[config.mk]
export PLATFORM = sky130hd
export DESIGN_NAME = tps_regs
export DESIGN_NICKNAME = d
export VERILOG_FILES = /design/src/design/tps_pkg.sv /design/src/design/tps_sync.sv /design/src/design/tps_regs.sv
export VERILOG_INCLUDE_DIRS = /design/src /design/src/design
export SDC_FILE = /design/constraint.sdc
export NUM_CORES = 1
export LEC_CHECK = 0
export BUFFER_PORTS_ARGS = -buffer_cell sky130_fd_sc_hd__buf_2
export CAP_MARGIN = 20
export CORE_MARGIN = 8
export CORE_UTILIZATION = 39
export CTS_CLUSTER_DIAMETER = 100
export DETAILED_ROUTE_END_ITERATION = 10
export SETUP_SLACK_MARGIN = 0.5
export SLEW_MARGIN = 20
export SYNTH_ARGS = -nofsm -noshare
export SYNTH_HDL_FRONTEND = slang
export SYNTH_HIERARCHICAL = 1
export SYNTH_SLANG_ARGS = --single-unit
[constraint.sdc]
create_clock -name mclk_i -period 4.25 [get_ports mclk_i]
set_clock_uncertainty 0.15 [all_clocks]
set_input_delay 0.6375 -clock mclk_i [delete_from_list [all_inputs] [get_ports mclk_i]]
set_output_delay 0.6375 -clock mclk_i [all_outputs]
set_load 0.005 [all_outputs]
[src/design/tps_defs.svh]
// register offsets, field positions, reset values and write masks of the port control bank
`ifndef TPS_DEFS_SVH
`define TPS_DEFS_SVH
// register indices; byte address is four times the index
`define TPS_IDX_PORT_CFG   16'h6200
`define TPS_IDX_SEG_CTL    16'h6202
`define TPS_IDX_REAS_CTL   16'h6204
`define TPS_IDX_SVC_STAT   16'h6206
// reset values
`define TPS_RST_PORT_CFG   16'h0000
`define TPS_RST_SEG_CTL    16'h0000
`define TPS_RST_REAS_CTL   16'h0000
`define TPS_RST_SVC_STAT   16'h0040
// writable bits, the rest read as zero
`define TPS_WMASK_PORT_CFG 16'he000
`define TPS_WMASK_SEG_CTL  16'he1ff
`define TPS_WMASK_REAS_CTL 16'hfc1f
`define TPS_WMASK_SVC_EN   16'h003e
// port configuration fields
`define TPS_CFG_FMT_MSB    14
`define TPS_CFG_FMT_LSB    13
`define TPS_CFG_LPBK_BIT   15
// segmentation control fields
`define TPS_SEG_BASE_MSB   8
`define TPS_SEG_BASE_LSB   0
`define TPS_SEG_ACT_BIT    13
`define TPS_SEG_INBUF_BIT  14
`define TPS_SEG_XFER_BIT   15
// reassembly control fields
`define TPS_REAS_BASE_MSB  4
`define TPS_REAS_BASE_LSB  0
`define TPS_REAS_REPLAY_BIT 10
`define TPS_REAS_EDGE_BIT  11
`define TPS_REAS_LOS_BIT   12
`define TPS_REAS_ACT_BIT   13
`define TPS_REAS_PIN_BIT   14
`define TPS_REAS_MEM_BIT   15
// service status fields
`define TPS_SVC_EN_LSB     1
`define TPS_SVC_FLAG_LSB   6
`define TPS_SVC_LOS_BIT    6
`define TPS_SVC_CHAN_MSB   15
`define TPS_SVC_CHAN_LSB   11
// flag count and bit count of the last bit of a serial byte
`define TPS_NUM_FLAGS      5
`define TPS_BYTE_LAST      3'h7
`endif

[src/design/tps_pkg.sv]
// types shared by the port control bank
package tps_pkg;
  // port data format
  typedef enum logic [1:0] {
    TPS_FMT_OFF     = 2'h0,
    TPS_FMT_UNSTR   = 2'h1,
    TPS_FMT_STR     = 2'h2,
    TPS_FMT_STR_BIG = 2'h3
  } tps_fmt_t;
  // segmentation path requests or grants
  typedef struct packed {
    logic data_valid;
    logic inbuf_wr;
    logic mem_xfer;
  } tps_seg_gate_t;
  // reassembly side events
  typedef struct packed {
    logic       unstr_err;
    logic       str_err;
    logic       perm_under;
    logic       perm_svc_en;
    logic       simple_under;
    logic       simple_svc_en;
    logic [4:0] simple_chan;
  } tps_evt_t;
endpackage

[src/design/tps_sync.sv]
// three-stage pin synchroniser with agreement filter
`timescale 1ns/1ps
module tps_sync #(
  parameter int W = 3
) (
  input  wire logic         mclk_i,
  input  wire logic         nrst_i,
  input  wire logic         ce_i,
  input  wire logic [W-1:0] d_i,
  output logic      [W-1:0] q_o
);
  // per bit: three flops and an output flop that follows once stages two and three agree
  genvar g;
  for (g = 0; g < W; g++) begin : g_bit
    logic s1_r;
    logic s2_r;
    logic s3_r;
    logic q_r;
    always_ff @(posedge mclk_i or negedge nrst_i) begin
      if (!nrst_i) begin
        s1_r <= 1'b0;
        s2_r <= 1'b0;
        s3_r <= 1'b0;
        q_r  <= 1'b0;
      end else if (ce_i) begin
        s1_r <= d_i[g];
        s2_r <= s1_r;
        s3_r <= s2_r;
        if (s2_r == s3_r) begin
          q_r <= s3_r;
        end
      end
    end
    assign q_o[g] = q_r;
  end
endmodule // tps_sync

[src/design/tps_regs.sv]
// per-port segmentation and reassembly control and status bank with ahb-lite slave
// How it works
// - structured mode: segmentation base field gives ring word address bits 19:11
// - segmentation port inactive blocks all input data onward; active passes it
// - segmentation internal enable gates writes of data and cas into input buffer
// - structured mode: external enable gates input buffer to memory transfers
// - structured mode: reassembly base field gives ring word address bits 19:15
// - structured underrun outputs silence byte when replay select 0, buffer replay when 1
// - output data launched on falling port clock edge at 0, rising at 1
// - unstructured mode drives loss-of-signal output pin with programmed level
// - reassembly port inactive holds output data pin high impedance unless fast loopback set
// - reassembly internal enable gates output buffer moves onto output pin
// - structured mode: reassembly external enable gates memory to output buffer
// - each service enable ands its flag; any result raises service flag
// - loss-of-signal flag sets on incoming pin loss, stays until written 0
// - loss-of-signal flag clear writes ignored until port configuration written
// - separate sticky unstructured and structured output buffer error flags, write 0 clears
// - permanent underrun flag sets only when service enabled and underrun occurs
// - simple underrun flag sets only when service enabled and underrun occurs
// - read-only field holds channel of most recent simple underrun
// - format field picks off, unstructured, structured, or structured over 46 channels
// - fast loopback puts input serial data on output even when port inactive
//
// Local design decision: the AHB-Lite slave port.
`timescale 1ns/1ps
`include "tps_defs.svh"
module tps_regs (
  input  wire logic                   mclk_i,
  input  wire logic                   nrst_i,
  input  wire logic                   ce_i,
  // ahb-lite slave
  input  wire logic                   hsel_i,
  input  wire logic [31:0]            haddr_i,
  input  wire logic [1:0]             htrans_i,
  input  wire logic                   hwrite_i,
  input  wire logic [2:0]             hsize_i,
  input  wire logic [31:0]            hwdata_i,
  input  wire logic                   hready_i,
  output logic      [31:0]            hrdata_o,
  output logic                        hreadyout_o,
  output logic                        hresp_o,
  // segmentation path
  input  wire tps_pkg::tps_seg_gate_t seg_req_i,
  output tps_pkg::tps_seg_gate_t      seg_grant_o,
  output logic      [8:0]             seg_ring_base_o,
  // reassembly path
  input  wire logic                   reas_mem_req_i,
  output logic                        reas_mem_xfer_o,
  output logic      [4:0]             reas_ring_base_o,
  input  wire logic [7:0]             buf_byte_i,
  input  wire logic [7:0]             silence_byte_i,
  input  wire logic                   underrun_i,
  output logic                        byte_take_o,
  input  wire tps_pkg::tps_evt_t      evt_i,
  // pins
  input  wire logic                   port_out_clock_i,
  input  wire logic                   serial_data_in_i,
  input  wire logic                   los_in_pin_i,
  output logic                        serial_data_out_o,
  output logic                        serial_data_out_oe_o,
  output logic                        los_out_pin_o,
  output logic                        tdm_service_flag_o
);
  import tps_pkg::*;

  logic [15:0] port_cfg_r;
  logic [15:0] seg_ctl_r;
  logic [15:0] reas_ctl_r;
  logic [4:0]  svc_en_r;
  logic [4:0]  flag_r;
  logic [4:0]  flag_nxt;
  logic [4:0]  flag_set;
  logic [4:0]  chan_r;
  logic        cfg_programmed_r;
  logic        wr_pend_r;
  logic        rd_pend_r;
  logic        rd_wait_done_r;
  logic [15:0] idx_r;
  logic        idx_hit_r;
  logic [31:0] hrdata_r;
  logic [15:0] rd_mux;
  logic        addr_phase;
  logic        wr_cfg;
  logic        wr_seg;
  logic        wr_reas;
  logic        wr_svc;
  logic [15:0] wdata;
  tps_fmt_t    fmt;
  logic        str_mode;
  logic        unstr_mode;
  logic        lpbk;
  logic [2:0]  pins_s;
  logic        clk_s;
  logic        din_s;
  logic        los_s;
  logic        clk_prev_r;
  logic        launch;
  logic [7:0]  shift_r;
  logic [2:0]  bit_cnt_r;
  logic        sdo_r;
  logic        byte_take_r;
  logic        los_out_r;
  logic [7:0]  next_byte;

  // pin inputs through the three-stage filter
  tps_sync #(.W(3)) u_sync (
    .mclk_i (mclk_i),
    .nrst_i (nrst_i),
    .ce_i   (ce_i),
    .d_i    ({port_out_clock_i, serial_data_in_i, los_in_pin_i}),
    .q_o    (pins_s)
  );
  assign clk_s = pins_s[2];
  assign din_s = pins_s[1];
  assign los_s = pins_s[0];

  // mode decode
  assign fmt        = tps_fmt_t'(port_cfg_r[`TPS_CFG_FMT_MSB:`TPS_CFG_FMT_LSB]);
  assign unstr_mode = (fmt == TPS_FMT_UNSTR);
  assign str_mode   = (fmt == TPS_FMT_STR) || (fmt == TPS_FMT_STR_BIG);
  assign lpbk       = port_cfg_r[`TPS_CFG_LPBK_BIT];

  // bus address phase and write strobes
  assign addr_phase = hsel_i && htrans_i[1] && hready_i;
  assign wdata      = hwdata_i[15:0];
  assign wr_cfg     = wr_pend_r && idx_hit_r && (idx_r == `TPS_IDX_PORT_CFG);
  assign wr_seg     = wr_pend_r && idx_hit_r && (idx_r == `TPS_IDX_SEG_CTL);
  assign wr_reas    = wr_pend_r && idx_hit_r && (idx_r == `TPS_IDX_REAS_CTL);
  assign wr_svc     = wr_pend_r && idx_hit_r && (idx_r == `TPS_IDX_SVC_STAT);

  // capture address phase; reads take one wait state
  always_ff @(posedge mclk_i or negedge nrst_i) begin
    if (!nrst_i) begin
      wr_pend_r <= 1'b0;
      rd_pend_r <= 1'b0;
      idx_r     <= 16'h0000;
      idx_hit_r <= 1'b0;
    end else if (ce_i) begin
      if (addr_phase) begin
        wr_pend_r <= hwrite_i;
        rd_pend_r <= !hwrite_i;
        idx_r     <= haddr_i[17:2];
        idx_hit_r <= (haddr_i[31:18] == 14'h0000) && (haddr_i[1:0] == 2'h0);
      end else if (hreadyout_o) begin
        wr_pend_r <= 1'b0;
        rd_pend_r <= 1'b0;
      end else begin
        rd_pend_r <= 1'b0;
      end
    end
  end

  // read mux, unmapped reads zero
  always_comb begin
    rd_mux = 16'h0000;
    if (idx_hit_r) begin
      unique case (idx_r)
        `TPS_IDX_PORT_CFG: rd_mux = port_cfg_r;
        `TPS_IDX_SEG_CTL:  rd_mux = seg_ctl_r;
        `TPS_IDX_REAS_CTL: rd_mux = reas_ctl_r;
        `TPS_IDX_SVC_STAT: rd_mux = {chan_r, flag_r, svc_en_r, 1'b0};
        default:           rd_mux = 16'h0000;
      endcase
    end
  end

  // read data latched in the wait state
  always_ff @(posedge mclk_i or negedge nrst_i) begin
    if (!nrst_i) begin
      hrdata_r <= 32'h0000_0000;
    end else if (ce_i && rd_pend_r && !hreadyout_o) begin
      hrdata_r <= {16'h0000, rd_mux};
    end
  end
  assign hrdata_o    = hrdata_r;
  assign hreadyout_o = !(rd_pend_r && !rd_wait_done_r); // low only in first read data cycle
  assign hresp_o     = 1'b0;

  // wait state lasts one cycle after the address phase of a read
  always_ff @(posedge mclk_i or negedge nrst_i) begin
    if (!nrst_i) begin
      rd_wait_done_r <= 1'b0;
    end else if (ce_i) begin
      rd_wait_done_r <= rd_pend_r && !rd_wait_done_r;
    end
  end

  // control registers
  always_ff @(posedge mclk_i or negedge nrst_i) begin
    if (!nrst_i) begin
      port_cfg_r       <= `TPS_RST_PORT_CFG;
      seg_ctl_r        <= `TPS_RST_SEG_CTL;
      reas_ctl_r       <= `TPS_RST_REAS_CTL;
      svc_en_r         <= 5'h00;
      cfg_programmed_r <= 1'b0;
    end else if (ce_i) begin
      if (wr_cfg) begin
        port_cfg_r       <= wdata & `TPS_WMASK_PORT_CFG;
        cfg_programmed_r <= 1'b1;
      end
      if (wr_seg) begin
        seg_ctl_r <= wdata & `TPS_WMASK_SEG_CTL;
      end
      if (wr_reas) begin
        reas_ctl_r <= wdata & `TPS_WMASK_REAS_CTL;
      end
      if (wr_svc) begin
        svc_en_r <= wdata[5:1];
      end
    end
  end

  // event sources of the five sticky flags
  assign flag_set[0] = los_s;
  assign flag_set[1] = evt_i.unstr_err;
  assign flag_set[2] = evt_i.str_err;
  assign flag_set[3] = evt_i.perm_under && evt_i.perm_svc_en;
  assign flag_set[4] = evt_i.simple_under && evt_i.simple_svc_en;

  // per flag: set wins, write 0 clears (flag 0 only once port configuration written), write 1 keeps
  genvar f;
  for (f = 0; f < `TPS_NUM_FLAGS; f++) begin : g_flag
    logic clr;
    assign clr = wr_svc && !wdata[`TPS_SVC_FLAG_LSB + f] && ((f != 0) || cfg_programmed_r);
    assign flag_nxt[f] = flag_set[f] || (flag_r[f] && !clr);
  end

  // flag and channel storage
  always_ff @(posedge mclk_i or negedge nrst_i) begin
    if (!nrst_i) begin
      flag_r <= 5'(`TPS_RST_SVC_STAT >> `TPS_SVC_FLAG_LSB);
      chan_r <= 5'h00;
    end else if (ce_i) begin
      flag_r <= flag_nxt;
      if (evt_i.simple_under) begin
        chan_r <= evt_i.simple_chan;
      end
    end
  end
  assign tdm_service_flag_o = |(flag_r & svc_en_r);

  // segmentation gating
  assign seg_grant_o.data_valid = seg_req_i.data_valid && seg_ctl_r[`TPS_SEG_ACT_BIT];
  assign seg_grant_o.inbuf_wr   = seg_req_i.inbuf_wr && seg_ctl_r[`TPS_SEG_INBUF_BIT];
  assign seg_grant_o.mem_xfer   = seg_req_i.mem_xfer && seg_ctl_r[`TPS_SEG_XFER_BIT] && str_mode;
  assign seg_ring_base_o        = seg_ctl_r[`TPS_SEG_BASE_MSB:`TPS_SEG_BASE_LSB];
  // reassembly memory side
  assign reas_mem_xfer_o  = reas_mem_req_i && reas_ctl_r[`TPS_REAS_MEM_BIT] && str_mode;
  assign reas_ring_base_o = reas_ctl_r[`TPS_REAS_BASE_MSB:`TPS_REAS_BASE_LSB];

  // launch edge chosen by the edge bit
  assign launch = reas_ctl_r[`TPS_REAS_EDGE_BIT] ? (clk_s && !clk_prev_r) : (!clk_s && clk_prev_r);
  // silence only in structured underrun with replay off
  assign next_byte = (underrun_i && str_mode && !reas_ctl_r[`TPS_REAS_REPLAY_BIT]) ? silence_byte_i
                                                                                 : buf_byte_i;

  // serial output shifter and loopback
  always_ff @(posedge mclk_i or negedge nrst_i) begin
    if (!nrst_i) begin
      clk_prev_r  <= 1'b0;
      shift_r     <= 8'h00;
      bit_cnt_r   <= 3'h0;
      sdo_r       <= 1'b0;
      byte_take_r <= 1'b0;
    end else if (ce_i) begin
      clk_prev_r  <= clk_s;
      byte_take_r <= 1'b0;
      if (launch) begin
        if (lpbk) begin
          sdo_r <= din_s;
        end else if (reas_ctl_r[`TPS_REAS_PIN_BIT]) begin
          sdo_r     <= shift_r[7];
          bit_cnt_r <= bit_cnt_r + 3'h1;
          if (bit_cnt_r == `TPS_BYTE_LAST) begin
            shift_r     <= next_byte;
            byte_take_r <= 1'b1;
          end else begin
            shift_r <= {shift_r[6:0], 1'b0};
          end
        end
      end
    end
  end
  assign serial_data_out_o    = sdo_r;
  assign byte_take_o          = byte_take_r;
  assign serial_data_out_oe_o = reas_ctl_r[`TPS_REAS_ACT_BIT] || lpbk;

  // outgoing loss-of-signal pin
  always_ff @(posedge mclk_i or negedge nrst_i) begin
    if (!nrst_i) begin
      los_out_r <= 1'b0;
    end else if (ce_i) begin
      los_out_r <= unstr_mode && reas_ctl_r[`TPS_REAS_LOS_BIT];
    end
  end
  assign los_out_pin_o = los_out_r;
endmodule // tps_regs

==> reports/results.tsv <==
metric	value	unit
outcome	complete, no violations	
TritonCTS clock tree	built	
htree depth	3	
fmax	373.7	MHz
complex-gate fraction of the synthesized area	0.08426	
first-pass GRT wire length	19450	microns
Rel. slew slack	0.3876	
adder-cell area share of the yosys netlist	0.004942	
Clk Latency, worst-skew pair	0.34	ns
HP Class	in -> async	
IO Count	167	
worst reg2reg path startpoint	idx_r[8]	
grt met3 use	0.03672	
Die X	129.9	microns
CP max FO	11	
Detailed Route Iter0 Violations	138	
diode count	0	
Lkg Pwr	3.040	nW
CP Cell Sequence	nor4b_4 -> nand4_4 -> nor4_4 -> mux2_1	
largest net degree at the start of global routing	88	
Max Buffers Root-to-Sink	2	
WL final	11970	microns
CP max stage delay	0.84	ns
Peak VDD IR	0.2012	mV
GRT met1 Usage	0.1863	
Mapped Cells	416	
Max Slew Vio Count	0	
Crit. End Element	flip-flop	
Starting Density	0.3996	
Overall Global Routing Usage	0.1475	
GRT Max-Usage Layer	met2	
arrival time at the worst endpoint	2.74	ns
DRT Pass-1 Iters	4	
Post-route DRC	0	
register bit total from synthesis	105	
Simple-Gate Fraction of Synth Area	0.1292	
post-route ant nets	0	
initial antenna violation count	0	
Core Area	12670	sq um
postcts setup bufs	0	
met2 usage	0.2389	
share of layout cells above drive strength 1	0.4146	
Die Footprint	16890	sq um
fin crit period	2.676	ns
post-route insts no fill	705	
delay-heaviest family, CP	simple AND/OR/NAND/NOR gates	
Fillers	1199	
post-cts hold buffer count	0	
register clock-pin slew on the reported worst setup and hold paths	0.07	ns
via count	3473	
RSZ-0062 raised after global routing	false	
clk sink count	105	
setup violators final	0	
Cell Area, Synth	5064	sq um
post-CTS sizing	0	
Startpoint Class	flip-flop	
R2R depth	4	
CP Class	reg -> reg	
Fin. Hold Viols	0	
largest family of logic cells by synthesized area	multiplexers	
Post-synth EDFFs	0	
vias in the first global route	3805	
FF-to-FF setup slack	1.57	ns
Worst-Margin Slew	0.9117	ns
Post-DP HPWL	8943	microns
Clock Tree Root	clkbuf_16	
total gr overflow	0	
Data required, critical path	4.31	ns
Rows	41	
per-cell routed wire length	16.98	microns
R2R Path End	reas_ctl_r[4]	
crit path buf inv count	0	
Max-Cap Viols	0	
post-synthesis mux area share	0.1846	
FFs w/ async S/R, synth	1.000	
Seq/Total Area, Yosys	0.5191	
Syn Area/Cell	12.17	sq um
crit share post-route	0.6297	
dpl cells	688	
PortBufs	129	
TNS Setup	0	ns
PwrDens	371.4	nW/um^2
library cells used by synthesis	57	
post-DR vias/cell	4.926	
synth-to-layout area growth	18.56	%
Top FF cell, synth	dfrtp_1	
Die Span Y	129.9	microns
GP Congestion	0.8011	
CTS buffer count	9	
slowest library cell on the worst path	nor4_4	
NumNets Final	640	
Synth Area in XOR/XNOR	0.001730	
YS warnings	6	
## stage by stage
| stage | util | hold slack, ns | instance area, sq um | power [mW] | setup WS [ns] |
|---|---|---|---|---|---|
| floorplan | - | 0.1919 | 5124 | 1.324 | 1.999 |
| global placement | 0.4489 | 0.3088 | 5688 | 1.398 | 1.355 |
| detailed placement | 0.4489 | 0.3076 | 5688 | 1.408 | 1.319 |
| CTS | 0.4726 | 0.3250 | 5988 | 2.251 | 1.497 |
| global route | 0.4738 | 0.2740 | 6003 | 2.327 | 1.463 |
| finish | 0.4738 | 0.2144 | 6003 | 2.230 | 1.574 |
## cells in the final DEF, fill, tap and decap left out, types with 8 or more instances in the layout
cell       count
buf_2        128
dfrtp_1      104
nand2_1       44
mux2_2        42
conb_1        17
nor2_1        13
o21ai_0       13
mux2i_1       12
mux2_1        11
inv_1         10
mux2_4        10
o31ai_1        9
clkbuf_16      9
nand2b_1       8
## cells in the mapped netlist (all sizes together) (2+ instances only)
cell,n,share of area
nor4,8,0.022
ha,2,0.0049
nor3,2,0.0052
o31ai,9,0.013
mux2i,12,0.024
or2,3,0.0037
o21ai,13,0.013
nand2b,8,0.0099
a21oi,6,0.0059
clkbuf,9,0.0067
nand2,44,0.033
and3b,2,0.0035
mux4,3,0.013
o22ai,2,0.0025
and2,3,0.0037
a22o,2,0.0035
and3,3,0.0037
nor2b,2,0.0025
nor2,13,0.0096
nand4,5,0.010
inv,10,0.0074
or3,2,0.0025
a311oi,7,0.012
o41ai,4,0.0069
nand3,8,0.0089
buf,42,0.061
a21o,9,0.014
mux2,63,0.15
dfrtp,104,0.51
## worst max-delay path by stage
stage               cells after the start  slack (ns)        endpoint      from
floorplan                               5        2.00   seg_ctl_r[13]      ce_i
global placement                        4        1.35        idx_r[2]      ce_i
detailed placement                      4        1.32       idx_r[11]      ce_i
CTS                                     4        1.50  reas_ctl_r[15]  idx_r[8]
global route                            4        1.46   reas_ctl_r[3]  idx_r[8]
finish                                  4        1.57   reas_ctl_r[4]  idx_r[8]
## cells by family (layout without fill, tap and decap cells)
family	after synthesis	in the layout
DFF	105	105
xor gates and xnor gates	1	1
buffers and inverters	61	162
muxes	78	78
other	1	17
AOI/OAI and AO/OA	60	60
and+or+nand+nor	108	108
adders and majority gates	2	2
## sequential cells by signal, summed over array words and instances (netlist names), 3 cells and up
| register | flops |
|---|---|
| seg_ctl_r | 12 |
| hrdata_o | 16 |
| u_sync/g_bit.s2_r | 3 |
| port_cfg_r | 3 |
| bit_cnt_r | 3 |
| reas_ctl_r | 11 |
| idx_r | 16 |
| u_sync/g_bit.s3_r | 3 |
| flag_r | 5 |
| chan_r | 5 |
| u_sync/g_bit.s1_r | 3 |
| svc_en_r | 5 |
| u_sync/g_bit.q_r | 3 |
| shift_r | 8 |
## layer usage
metal | share of wire | vias up | wire length (microns)
met5 | 0 | - | 0
met4 | 0.015 | 0 | 181
met2 | 0.47 | 103 | 5641
met3 | 0.063 | 12 | 750
met1 | 0.45 | 1696 | 5399
li1 | - | 1662 | -
## final cells by class
| type | instances | area, sq um | share of cell area |
|---|---|---|---|
| inverters | 10 | 37.54 | 0.006253 |
| clock inverters | 3 | 40.04 | 0.006669 |
| clock buffers | 13 | 260.3 | 0.04335 |
| repair buffers | 136 | 708.2 | 0.1180 |
| well taps | 172 | 215.2 | 0.03585 |
| multi-input cells | 266 | 2113 | 0.3520 |
| flip-flops and latches | 105 | 2629 | 0.4379 |
## worst register-to-register path, delay by kind of cell, from the launching register on
kind,cells,cell delay (ns)
simple gates,3,1.59
flops,1,0.41
mux,1,0.40
## power breakdown
group | internal (mW) | total, mW | switching, mW
sequential | 1.07 | 1.13 | 0.0634
clock | 0.488 | 0.843 | 0.355
combinational | 0.131 | 0.255 | 0.124
(Power assumes the default switching activity.)
